--- src/lpcc_pkg.sv ---
// package: register map, codes and field layout for the led port pwm block
package lpcc_pkg;
  localparam int unsigned NPORT         = 10;
  localparam logic [7:0]  ADDR_PORT0    = 8'h00;
  localparam logic [7:0]  ADDR_PORT9    = 8'h09;
  localparam logic [7:0]  ADDR_IN_LOW   = 8'h0E;
  localparam logic [7:0]  ADDR_IN_HIGH  = 8'h0F;
  localparam logic [7:0]  ADDR_CONFIG   = 8'h10;
  localparam logic [7:0]  ADDR_SCALE_LO = 8'h13;
  localparam logic [7:0]  ADDR_SCALE_HI = 8'h14;
  localparam logic [7:0]  ADDR_GLOBAL   = 8'h15;
  // port register codes
  localparam logic [7:0]  CODE_LOW      = 8'h00;
  localparam logic [7:0]  CODE_HIGH     = 8'h01;
  localparam logic [7:0]  CODE_STATIC   = 8'h02;
  localparam logic [7:0]  CODE_OFF      = 8'hFF;
  // configuration bit positions
  localparam int unsigned CFG_RUN       = 0;
  localparam int unsigned CFG_STAGGER   = 5;
  localparam int unsigned CFG_PINRST    = 6;
  localparam int unsigned CFG_CLKSEL    = 7;
  // reset values, stagger phase step and pwm counter increment
  localparam logic [7:0]  RST_PORT      = 8'hFF;
  localparam logic [7:0]  RST_CONFIG    = 8'h80;
  localparam logic [7:0]  RST_SCALE     = 8'h00;
  localparam logic [7:0]  RST_GLOBAL    = 8'h07;
  localparam logic [7:0]  PHASE_STEP    = 8'h20;
  localparam logic [7:0]  PWM_ONE       = 8'h01;
  // host register access bundle
  typedef struct packed {
    logic       wr;
    logic       rd;
    logic [7:0] addr;
    logic [7:0] wdata;
  } lpcc_req_s;
endpackage

--- src/lpcc_top.sv ---
// led port pwm generator with current scale, input readback and shutdown
// Function
// - global code D2..D0 sets full scale current
// - per-port scale bit, zero half, one full
// - config D7 chooses internal or external clock
// - pwm period is 256 pwm clock cycles
// - duty equals code over 256, codes 3..254
// - stagger off: all ports switch together
// - stagger on: ports offset by 32 counts
// - code 01 is input, readback shows pin
// - non-input ports read zero in input registers
// - input registers read-only, writes discarded
// - input bit layout P7..P0 and P9,P8
// - reset pin aborts serial transaction to idle
// - config D6: reset pin restores registers
// - reset pin low: serial bus ignored
// - only codes 00,01,FF means standby
// - per-port mirror on only while sinking
// - shutdown turns current ports off high-z
// - config D0 clear shutdown, set run
// - registers usable, unchanged across shutdown
// - shutdown edits act per port code immediately
// - decode 00 low, 01 high, 02 static, FF off
// - config D5 is stagger control
`timescale 1ns/1ps
module lpcc_top
  import lpcc_pkg::*;
(
  // clock and reset
  input  wire logic                MCLK,
  input  wire logic                RST,
  // register access from the serial slave
  input  wire lpcc_req_s           REQ,
  output logic      [7:0]          RDATA,
  output logic                     SERIAL_ABORT,
  // pin reset, active low, and variant strap
  input  wire logic                PIN_RESET_N,
  input  wire logic                HAS_CLOCK_PIN,
  // pwm clock sources, synchronous enables
  input  wire logic                INT_PWM_TICK,
  input  wire logic                EXT_PWM_CLOCK_IN,
  // port pins
  input  wire logic [NPORT-1:0]    PORT_LINE_IN,
  output logic      [NPORT-1:0]    PORT_LINE_OUT,
  output logic      [NPORT-1:0]    PORT_LINE_OE,
  // analog controls
  output logic      [NPORT-1:0]    MIRROR_EN,
  output logic      [NPORT-1:0]    FULL_SCALE,
  output logic      [2:0]          GLOBAL_LEVEL,
  output logic                     STANDBY
);

  // stored registers
  logic [7:0]  port_q [NPORT];     // per-port code
  logic [7:0]  config_q;           // configuration
  logic [7:0]  scale_lo_q;         // scale bits ports 0..7
  logic [7:0]  scale_hi_q;         // scale bits ports 8..9
  logic [7:0]  global_q;           // global current code
  logic [7:0]  pwm_cnt_q;          // shared pwm counter
  logic        ext_prev_q;         // external clock edge detect
  logic        rst_pin_q;          // registered pin reset level
  logic [7:0]  rdata_q;            // read data register
  logic [7:0]  rdata_d;
  logic [NPORT-1:0] out_q;         // pin drive levels
  logic [NPORT-1:0] oe_q;
  logic [NPORT-1:0] mirror_q;
  logic [NPORT-1:0] out_d;
  logic [NPORT-1:0] oe_d;
  logic [NPORT-1:0] mirror_d;

  // code classification, used for every port
  function automatic logic is_current(input logic [7:0] code);
    is_current = (code != CODE_LOW) && (code != CODE_HIGH) && (code != CODE_OFF);
  endfunction

  // port phase offset, ports 8 and 9 reuse phases 0 and 1
  function automatic logic [7:0] phase_of(input int unsigned n);
    phase_of = 8'((n % 8) * 32);
  endfunction

  // access qualification
  wire logic bus_live   = PIN_RESET_N;
  wire logic wr_ok      = REQ.wr && bus_live;
  wire logic rd_ok      = REQ.rd && bus_live;
  wire logic run        = config_q[CFG_RUN];
  wire logic stagger    = config_q[CFG_STAGGER];
  wire logic use_ext    = config_q[CFG_CLKSEL] && HAS_CLOCK_PIN;
  wire logic ext_rise   = EXT_PWM_CLOCK_IN && !ext_prev_q;
  wire logic pwm_tick   = use_ext ? ext_rise : INT_PWM_TICK;
  // falling pin reset restores when D6 set
  wire logic pin_fall   = rst_pin_q && !PIN_RESET_N;
  wire logic soft_por   = pin_fall && config_q[CFG_PINRST];
  // config write keeps read-only fields and variant rule on D7
  wire logic [7:0] cfg_wval = {REQ.wdata[7] && HAS_CLOCK_PIN, REQ.wdata[6:5],
                               3'h0, REQ.wdata[1:0]};

  // abort serial slave on pin reset
  assign SERIAL_ABORT = !PIN_RESET_N;

  // pwm counter: wraps every 256 ticks, one period
  // 256 count period
  always_ff @(posedge MCLK or posedge RST) begin
    if (RST) begin
      pwm_cnt_q  <= 8'h00;
      ext_prev_q <= 1'b0;
      rst_pin_q  <= 1'b1;
    end else begin
      ext_prev_q <= EXT_PWM_CLOCK_IN;
      rst_pin_q  <= PIN_RESET_N;
      if (pwm_tick) begin
        pwm_cnt_q <= pwm_cnt_q + PWM_ONE;
      end
    end
  end

  // register file; shutdown never alters stored values
  // registers free in shutdown
  always_ff @(posedge MCLK or posedge RST) begin
    if (RST) begin
      for (int i = 0; i < NPORT; i++) begin
        port_q[i] <= RST_PORT;
      end
      config_q   <= RST_CONFIG;
      scale_lo_q <= RST_SCALE;
      scale_hi_q <= RST_SCALE;
      global_q   <= RST_GLOBAL;
    end else if (soft_por) begin
      for (int i = 0; i < NPORT; i++) begin
        port_q[i] <= RST_PORT;
      end
      // variant without the clock pin stays on the internal source
      config_q   <= {HAS_CLOCK_PIN, 7'h00};
      scale_lo_q <= RST_SCALE;
      scale_hi_q <= RST_SCALE;
      global_q   <= RST_GLOBAL;
    end else if (wr_ok) begin
      if (REQ.addr <= ADDR_PORT9) begin
        port_q[4'(REQ.addr)] <= REQ.wdata;
      end
      if (REQ.addr == ADDR_CONFIG) begin
        config_q <= cfg_wval;
      end
      if (REQ.addr == ADDR_SCALE_LO) begin
        scale_lo_q <= REQ.wdata;
      end
      if (REQ.addr == ADDR_SCALE_HI) begin
        scale_hi_q <= REQ.wdata;
      end
      if (REQ.addr == ADDR_GLOBAL) begin
        global_q <= REQ.wdata;
      end
    end
  end

  // port output decode
  always_comb begin
    for (int i = 0; i < NPORT; i++) begin
      logic [7:0] rel;
      rel = pwm_cnt_q;
      if (stagger) begin
        rel = pwm_cnt_q - phase_of(i);
      end
      out_d[i]    = 1'b1;
      oe_d[i]     = 1'b0;
      mirror_d[i] = 1'b0;
      if (port_q[i] == CODE_LOW) begin
        out_d[i] = 1'b0;
        oe_d[i]  = 1'b1;
      end else if (port_q[i] == CODE_HIGH || port_q[i] == CODE_OFF) begin
        // released pin; pull-up gives the high level
        oe_d[i] = 1'b0;
      end else if (run) begin
        if (port_q[i] == CODE_STATIC) begin
          mirror_d[i] = 1'b1;
        end else begin
          mirror_d[i] = rel < port_q[i];
        end
      end
    end
  end

  // input readback mux, non-input ports read zero
  // input register packing
  logic [NPORT-1:0] in_mask;
  always_comb begin
    for (int i = 0; i < NPORT; i++) begin
      in_mask[i] = (port_q[i] == CODE_HIGH) && PORT_LINE_IN[i];
    end
  end

  // source bit readback; a variant without the clock pin always shows internal
  wire logic [7:0] cfg_view = {config_q[CFG_CLKSEL] && HAS_CLOCK_PIN, config_q[6:0]};

  // read data select
  always_comb begin
    rdata_d = rdata_q;
    if (rd_ok) begin
      rdata_d = 8'h00;
      if (REQ.addr <= ADDR_PORT9) begin
        rdata_d = port_q[4'(REQ.addr)];
      end else if (REQ.addr == ADDR_IN_LOW) begin
        rdata_d = in_mask[7:0];
      end else if (REQ.addr == ADDR_IN_HIGH) begin
        rdata_d = {6'h00, in_mask[9:8]};
      end else if (REQ.addr == ADDR_CONFIG) begin
        rdata_d = cfg_view;
      end else if (REQ.addr == ADDR_SCALE_LO) begin
        rdata_d = scale_lo_q;
      end else if (REQ.addr == ADDR_SCALE_HI) begin
        rdata_d = scale_hi_q;
      end else if (REQ.addr == ADDR_GLOBAL) begin
        rdata_d = global_q;
      end
    end
  end

  // output flops
  always_ff @(posedge MCLK or posedge RST) begin
    if (RST) begin
      out_q    <= '1;
      oe_q     <= '0;
      mirror_q <= '0;
      rdata_q  <= 8'h00;
    end else begin
      out_q    <= out_d;
      oe_q     <= oe_d;
      mirror_q <= mirror_d;
      rdata_q  <= rdata_d;
    end
  end

  assign GLOBAL_LEVEL  = global_q[2:0];
  assign FULL_SCALE    = {scale_hi_q[1:0], scale_lo_q};
  assign PORT_LINE_OUT = out_q;
  assign PORT_LINE_OE  = oe_q;
  assign MIRROR_EN     = mirror_q;
  assign RDATA         = rdata_q;

  // standby when no port holds a current code
  // standby detection
  always_comb begin
    STANDBY = 1'b1;
    for (int i = 0; i < NPORT; i++) begin
      if (is_current(port_q[i])) begin
        STANDBY = 1'b0;
      end
    end
  end
endmodule

--- config.mk ---
export PLATFORM = sky130hd
export DESIGN_NAME = lpcc_top
export DESIGN_NICKNAME = d
export VERILOG_FILES = /design/src/lpcc_pkg.sv /design/src/lpcc_top.sv
export SDC_FILE = /design/constraint.sdc
export NUM_CORES = 1
export LEC_CHECK = 0
export ABC_AREA = 1
export BUFFER_PORTS_ARGS = -buffer_cell sky130_fd_sc_hd__buf_4
export CAP_MARGIN = 20
export CORE_MARGIN = 2
export CORE_UTILIZATION = 65
export CTS_CLUSTER_SIZE = 20
export DETAILED_ROUTE_END_ITERATION = 6
export PLACE_DENSITY = 0.86
export SLEW_MARGIN = 25
export SYNTH_ARGS = -nofsm -noshare
export SYNTH_HDL_FRONTEND = slang
export SYNTH_SLANG_ARGS = --single-unit
--- constraint.sdc ---
create_clock -name MCLK -period 16 [get_ports MCLK]
set_input_delay 3.2 -clock MCLK [delete_from_list [all_inputs] [get_ports MCLK]]
set_output_delay 3.2 -clock MCLK [all_outputs]
set_load 0.005 [all_outputs]
# Word level (Yosys, flattened, before mapping)
# Cells that the tools add are included.
[classes] addsub=8 mul=0 div=0 order_cmp=13 n_eq_ne=56 shifts=0 muxes=106 bitwise_logic=1 n_reduce_logical=81
[op_table] cell="$mux 80" n=3
[op_table] cell="$mux 8" n=29
[op_table] cell="$bwmux 80" n=1
[op_table] cell="$eq 8x1->1 const B" n=10
[op_table] cell="$eq 8x2->1 const B" n=10
[op_table] cell="$eq 8x8->1 const B" n=10
[op_table] cell="$logic_not 8->1" n=10
[op_table] cell="$lt 8x8->1" n=10
[op_table] cell="$ne 8x1->1 const B" n=10
[op_table] cell="$ne 8x8->1 const B" n=10
[op_table] cell="$reduce_bool 8->1" n=10
[op_table] cell="$mux 1" n=71
[op_table] cell="$logic_and 1x1->1" n=38
[op_table] cell="$bmux 8 s4" n=1
[op_table] cell="$demux 8 s4" n=1
[op_table] cell="$eq 8x5->1 const B" n=4
[op_table] cell="$sub 8x8->8 const B" n=4
[op_table] cell="$eq 8x4->1 const B" n=2
[op_table] cell="$sub 8x7->8 const B" n=2
[op_table] cell="$reduce_bool 2->1" n=6
[op_table] cell="$logic_or 1x1->1" n=10
[op_table] cell="$reduce_and 2->1" n=5
[op_table] cell="$add 8x1->8 const B" n=1
[op_table] cell="$le 8x4->1 const B" n=1
[op_table] cell="5 further kinds" n=6
[totals] register_bits=160 latch_bits=0 mem_bits_rw=0 rom_bits=0 output_inout_bits=53 wordCells=286 n_memories=0

# Longest topological paths before layout
# Gate-level depths: netlist of run 1.
[logic_depth] word_depth=13 depth_mapped=12 mapped_depth_nobuf=11

# Least setup slack after synthesis of run 1
# No wires, ideal clock.
[synth_path] path_type="input to output" start="input port PIN_RESET_N" end="output port SERIAL_ABORT" arrival_time_ps=3244 required_ps=12800 setup_slack_ps=9556 cell_stages=1 n_path_buf=0 path_cell_list="inv_2"
[synth_between] elab_chain_cells=1
[synth_lines] item="from (decl)" line="lpcc_top.sv:37" source="input wire logic PIN_RESET_N,"
[synth_lines] item="$logic_not 1->1" line="lpcc_top.sv:98" source="assign SERIAL_ABORT = !PIN_RESET_N;"
[synth_lines] item="to (decl)" line="lpcc_top.sv:35" source="output logic SERIAL_ABORT,"
# Every way passes these cells.

# Final worst setup path of run 1
# Ends and elaborated chain as after synthesis.

==> results of run 1 <==
-- registers in the layout, summed over array words and instances (netlist names) --
name and flops:
MIRROR_EN 10, scale_hi_q 8, ext_prev_q 1, rst_pin_q 1, PORT_LINE_OUT 10, port_q 80
scale_lo_q 8, config_q 5, RDATA 8, global_q 8, PORT_LINE_OE 10, pwm_cnt_q 8
-- worst max path at each step --
stage           startpoint                endpoint  slack [ns]  cells after the start
2_1_floorplan          RST  MIRROR_EN[0]$_DFF_PP0_        8.72                      1
3_3_place_gp   PIN_RESET_N            SERIAL_ABORT        9.33                      3
3_5_place_dp   PIN_RESET_N            SERIAL_ABORT        9.32                      3
4_1_cts        PIN_RESET_N            SERIAL_ABORT        9.32                      3
5_1_grt        PIN_RESET_N            SERIAL_ABORT        9.31                      3
6_report       PIN_RESET_N            SERIAL_ABORT        9.32                      3
-- power by group --
part           total [mW]  leakage, nW  internal, mW  switching [mW]
clock network       0.398        0.271         0.222           0.176
logic               0.713         3.90         0.283           0.430
registers           0.774         1.80         0.584           0.190
-- tightest hold or removal path: cells and delay by family (launching register included) --
family | cells | cell delay [ns]
and+or+nand+nor | 2 | 0.11
DFF | 1 | 0.34
-- synth_stat cells (10+ instances only) --
library cell,instances
nor3_1,10
ha_1,73
inv_1,152
dfstp_2,95
or2_2,12
o21ai_0,53
nand2_2,14
buf_4,10
nand2_1,321
dfrtp_1,62
nand3_1,63
nor2_1,209
o21ai_2,17
nand4_1,38
o21a_1,10
a21oi_1,123
-- logic make-up (layout without fill, tap and decap cells) --
kind of cell               after synthesis  after routing  synth area share (%)
and+or+nand+nor                        682            682                 29.13
AOI/OAI and AO/OA                      211            211                 11.81
buffers and inverters                  191            281                 8.202
DFF                                    157            157                 40.76
adders and majority gates               73             73                 9.197
xor gates and xnor gates                 9              9                0.7938
muxes                                    1              1                0.1134
-- final cells by class --
type,count,area share (%)
multi-input combinational,976,45.31
sequential,157,36.15
timing repair buffer,88,5.900
inverter,161,5.442
clock buffer,19,4.045
tap,188,2.101
clock inverter,13,1.050
-- layer usage --
layer,wire length [um],share of wire [%]
met3,3009,9.9
met4,1117,3.7
met5,0,0
met2,13960,46
met1,12330,41
==> results.tsv, run 1 <==
stage	metric	value	unit
floorplan	Initial Util	65.81	%
sta	Worst-Margin Slew	1.153	ns
worst_setup_path	Worst Path Required	12.80	ns
floorplan	die span in y	127.6	um
place	area of placed instances	10620	sq um
worst_setup_path	CP max stage delay	0.13	ns
worst_setup_path	buffer and inverter count on the worst path	3	
sta	fin. max-slew vios	0	
detailed_routing	Detailed Route WL	30.42	mm
sta	Final Hold Viols	0	
final_layout	Storage cell area	4048	sq um
worst_setup_path	startpoint types	primary input	
detailed_routing	DRC	0	
hold_path	worst hold start	RDATA[5]$_DFFE_PP0P_	
final_layout	diode count	0	
yosys	Yosys reg bits	157	
final_layout	fraction of layout cells with a size suffix above 1	20.16	%
final_layout	commonest cells after routing, fill and taps aside	nand2_1 (321), nor2_1 (207), inv_1 (151), a21oi_1 (123), dfstp_2 (95)	
global_route	initial antenna violation count	0	
global_route	number of global-route vias before repair	8527	
yosys	Post-synth EDFFs	0	
worst_setup_path	WS Path Type	in -> out	
power_and_ir_drop	Leak	5.974	nW
global_route	met1 Use GR	53.16	%
global_route	largest net degree at the start of global routing	91	
place	hpwl dp	21.98	mm
yosys	Seq/Total Area, Yosys	40.76	%
hold_path	HP Class	reg -> reg	
power_and_ir_drop	Max VDD drop	0.1219	mV
sta	RSZ-0062 raised after global routing	no	
sta	Final min period	6.675	ns
detailed_routing	detailed-route via count	9418	
final_layout	Syn-to-layout area delta	12.75	%
final_layout	Final #Nets	1508	
sta	Period Utilization, post-route	41.72	%
worst_setup_path	Crit Reg-Reg Endpoint	port_q[69]$_DFFE_PP1P_	
floorplan	row cnt	45	
final_layout	final instance area	11200	sq um
worst_setup_path	worst reg2reg path startpoint	config_q[6]$_DFFE_PP0P_	
yosys	Primary FF master, synth	dfstp_2	
yosys	Yosys top cell by area	dfstp_2	
hold_path	worst hold path stage count	2	
yosys	Post-Synthesis Cells	1324	
worst_setup_path	CP Capture Type	output port	
yosys	Mapped Nets	1431	
sta	TNS Setup	0	ns
detailed_routing	Initial DRC Count	1023	
sta	Hold WS	0.4837	ns
yosys	Mapped Avg Cell Area	7.501	sq um
global_route	GR Overflow Total	0	
worst_setup_path	Worst Reg-to-Reg Cells	6	
detailed_routing	Via-to-Cell Ratio	5.879	
worst_setup_path	reg2reg setup slack	13.34	ns
place	Place WS	9.322	ns
clock_tree	post_cts resized	0	
floorplan	Die Area	16280	sq um
worst_setup_path	CP max FO	4	
yosys	Yosys top cell area share	25.14	%
floorplan	top-level I/O count	87	
final_layout	commonest non-fill, non-tap cell in the layout	nand2_1	
worst_setup_path	critical-path cell list	buf_4 > inv_2 > buf_4	
clock_tree	Max clock buf depth	2	
status	status	completed	
detailed_routing	Post-DRT Antenna Nets	0	
sta	f_max	149.8	MHz
sta	setup violators final	0	
global_route	met3 Usage GRT	7.538	%
worst_setup_path	crit-path leading delay family	buffers and inverters	
global_route	GRT busiest layer	met2	
clock_tree	TritonCTS clock tree	built	
hold_path	Hold Path End	RDATA[5]$_DFFE_PP0P_	
floorplan	Die W	127.6	um
clock_tree	H-tree depth reported by CTS	4	
sta	Rel. slew slack	22.88	%
yosys	Yosys cell types	34	
clock_tree	Root Driver	clkbuf_16	
global_route	Total Routing Usage GR	38.31	%
yosys	cell area after synthesis	9931	sq um
worst_setup_path	Critical Path AT	3.48	ns
yosys	Synth warnings	0	
yosys	post-synthesis async set-or-reset flop share	100.0	%
final_layout	Layout Cells excl Fill	1602	
final_layout	filler instances	1176	
place	number of I/O port buffers	86	
worst_setup_path	slowest CP cell	buf_4	
yosys	Area contributors post-synth	dfstp_2 (25%), dfrtp_1 (16%), nand2_1 (12%)	
clock_tree	number of CTS-inserted buffers	17	
floorplan	core area	15090	sq um
power_and_ir_drop	Pwr Density	168.4	nW/um^2
sta	clk_skew	0.01091	ns
power_and_ir_drop	total chip power	1.886	mW
place	routability congestion estimate	0.9900	
clock_tree	CTS clock-pin slew for the worst setup and hold paths	0.06	ns
sta	final worst slack	9.325	ns
detailed_routing	drt first pass iters	6	
detailed_routing	wire length per cell	18.99	um
final_layout	area of the multi-input gates	5074	sq um
global_route	first-pass GRT wire length	46.92	mm
clock_tree	Clock Latency Late Sink	0.44	ns
clock_tree	number of setup buffers added after CTS	0	
worst_setup_path	CP dominant cell by count	buf_4	
global_route	GRT met2 Usage	59.36	%
job	max cap viols	0	
place	dpl cells	1570	
clock_tree	CTS hold repair buffers	0	
clock_tree	clk sink count	157	
final_layout	fin util	74.20	%
No activity file was read; power rests on OpenSTA's default activity.
==> run 2, diff against run 1 <==
--- a/config.mk
+++ b/config.mk
@@ -9,10 +9,10 @@
 export BUFFER_PORTS_ARGS = -buffer_cell sky130_fd_sc_hd__buf_4
 export CAP_MARGIN = 20
 export CORE_MARGIN = 2
-export CORE_UTILIZATION = 65
+export CORE_UTILIZATION = 55
 export CTS_CLUSTER_SIZE = 20
 export DETAILED_ROUTE_END_ITERATION = 6
-export PLACE_DENSITY = 0.86
+export PLACE_DENSITY = 0.77
 export SLEW_MARGIN = 25
 export SYNTH_ARGS = -nofsm -noshare
 export SYNTH_HDL_FRONTEND = slang
==> constraint.sdc (replaced) <==
create_clock -name MCLK -period 5.9 [get_ports MCLK]
set_input_delay 1.18 -clock MCLK [delete_from_list [all_inputs] [get_ports MCLK]]
set_output_delay 1.18 -clock MCLK [all_outputs]
set_load 0.005 [all_outputs]
==> run 2 against run 1 <==
Compared with the run above: clock-buffer cell count fell by 2; final cell count rose by 2.6%; clock power grew to 2.7 times the previous value; clock skew about the same; critical endpoint is now STANDBY; sequential power rose to 2.7 times the previous value; first-iteration DRC count fell by 3.9%; worst hold slack worse by 0.0031 ns; die area up 18%; wire length up 2.6%; setup slack got worse by 6.9 ns.
==> results.tsv, run 2 (same netlist as run 1, synthesis figures left out) <==
stage	metric	value	unit
status	status	completed	
worst_setup_path	CP max stage delay	0.61	ns
floorplan	Initial Util	55.66	%
global_route	largest net degree at the start of global routing	67	
worst_setup_path	critical-path cell list	nand4_1 > or2_2 > o21ai_0 > nand2_1 > nor2_1 > nand2_1 > nor2_1 > buf_4	
floorplan	die span in y	138.4	um
detailed_routing	Initial DRC Count	983	
clock_tree	Max clock buf depth	2	
hold_path	HP Class	reg -> reg	
clock_tree	Root Driver	clkbuf_16	
worst_setup_path	Critical Path AT	2.30	ns
sta	RSZ-0062 raised after global routing	no	
power_and_ir_drop	Leak	5.973	nW
worst_setup_path	slowest CP cell	dfstp_2	
worst_setup_path	CP max FO	7	
clock_tree	Clock Latency Late Sink	0.44	ns
sta	Period Utilization, post-route	59.05	%
clock_tree	clk sink count	157	
global_route	Total Routing Usage GR	33.35	%
final_layout	filler instances	1639	
final_layout	Layout Cells excl Fill	1644	
detailed_routing	Via-to-Cell Ratio	5.668	
global_route	first-pass GRT wire length	49.40	mm
detailed_routing	Detailed Route WL	31.21	mm
sta	Final Hold Viols	0	
global_route	initial antenna violation count	1	
place	routability congestion estimate	0.9824	
power_and_ir_drop	Max VDD drop	0.2347	mV
detailed_routing	DRC	0	
clock_tree	TritonCTS clock tree	built	
final_layout	Syn-to-layout area delta	13.05	%
final_layout	Final #Nets	1508	
sta	Rel. slew slack	28.39	%
job	max cap viols	0	
sta	setup violators final	0	
place	dpl cells	1611	
sta	clk_skew	0.01082	ns
final_layout	fraction of layout cells with a size suffix above 1	20.16	%
final_layout	commonest non-fill, non-tap cell in the layout	nand2_1	
worst_setup_path	CP Capture Type	output port	
sta	Final min period	3.484	ns
floorplan	core area	17840	sq um
sta	fin. max-slew vios	0	
final_layout	final instance area	11230	sq um
floorplan	Die W	138.4	um
floorplan	top-level I/O count	87	
power_and_ir_drop	Pwr Density	452.9	nW/um^2
global_route	number of global-route vias before repair	8845	
clock_tree	CTS hold repair buffers	0	
clock_tree	number of setup buffers added after CTS	0	
global_route	GR Overflow Total	0	
sta	TNS Setup	0	ns
sta	f_max	287.0	MHz
worst_setup_path	WS Path Type	reg -> out	
clock_tree	post_cts resized	0	
place	number of I/O port buffers	86	
worst_setup_path	startpoint types	flip-flop	
floorplan	row cnt	49	
sta	Worst-Margin Slew	1.070	ns
detailed_routing	Post-DRT Antenna Nets	0	
final_layout	max FFs per register	80	
worst_setup_path	Worst Path Required	4.72	ns
worst_setup_path	buffer and inverter count on the worst path	1	
clock_tree	number of CTS-inserted buffers	17	
worst_setup_path	crit-path leading delay family	simple AND/OR/NAND/NOR gates	
place	hpwl dp	23.65	mm
final_layout	fin util	62.93	%
final_layout	commonest cells after routing, fill and taps aside	nand2_1 (321), nor2_1 (209), inv_1 (151), a21oi_1 (123), dfstp_2 (95)	
clock_tree	CTS clock-pin slew for the worst setup and hold paths	0.07	ns
detailed_routing	wire length per cell	18.98	um
final_layout	largest reg by FF count	port_q	
detailed_routing	detailed-route via count	9318	
floorplan	Die Area	19150	sq um
power_and_ir_drop	total chip power	5.085	mW
clock_tree	H-tree depth reported by CTS	4	
detailed_routing	drt first pass iters	6	
place	area of placed instances	10670	sq um
[run 2: path summary, 6_finish.rpt]
kind	from	endpoint	slack, ns	cells past startpoint
worst max-delay path	port_q[8]$_DFFE_PP1P_	STANDBY	2.42	8
worst min-delay path	config_q[7]$_DFFE_PP1P_	config_q[7]$_DFFE_PP1P_	0.48	2
worst max register to register	pwm_cnt_q[5]$_DFFE_PP0P_	MIRROR_EN[5]$_DFF_PP0_	3.27	8
worst min register to register	config_q[7]$_DFFE_PP1P_	config_q[7]$_DFFE_PP1P_	0.48	2
max in group asynchronous	RST	PORT_LINE_OE[2]$_DFF_PP0_	4.04	3
min in group asynchronous	RST	PORT_LINE_OE[4]$_DFF_PP0_	0.82	2
[run 2: layout make-up]
type / instances / area [sq um] / area share (%)
Inverter: 161 / 609.3 / 5.427
Timing Repair Buffer: 88 / 660.6 / 5.884
Sequential cell: 157 / 4048 / 36.05
Clock inverter: 15 / 126.4 / 1.126
Tap cell: 229 / 286.5 / 2.552
Clock buffer: 17 / 425.4 / 3.789
Antenna cell: 1 / 2.502 / 0.02229
Multi-Input combinational cell: 976 / 5069 / 45.15
[run 2: through the flow]
stage	hold WS, ns	setup slack (ns)
after floorplan	0.4467	0.6424
after global placement	0.4586	2.692
after detailed placement	0.4672	2.638
after CTS	0.4811	2.445
after global routing	0.5075	2.330
final	0.4807	2.416
[run 2: power by group]
part / total (mW) / internal (mW) / leakage (nW) / switching (mW)
Sequential: 2.10 / 1.58 / 1.80 / 0.519
Clock: 1.06 / 0.553 / 0.270 / 0.506
Combinational: 1.92 / 0.761 / 3.90 / 1.16
Total: 5.08 / 2.90 / 5.97 / 2.19
[run 2: routing by layer]
layer | wire, um | up-vias | GRT usage, %
met5 | 0 | - | 0
met4 | 1676 | 0 | 17.51
met3 | 2592 | 101 | 6.928
met2 | 13990 | 448 | 51.46
met1 | 12950 | 4333 | 44.53
li1 | - | 4436 | -
[run 2: worst min-delay path, delay by kind of cell, from the launching register on]
kind	cells	cell delay [ns]
DFF	1	0.37
and+or+nand+nor	2	0.10
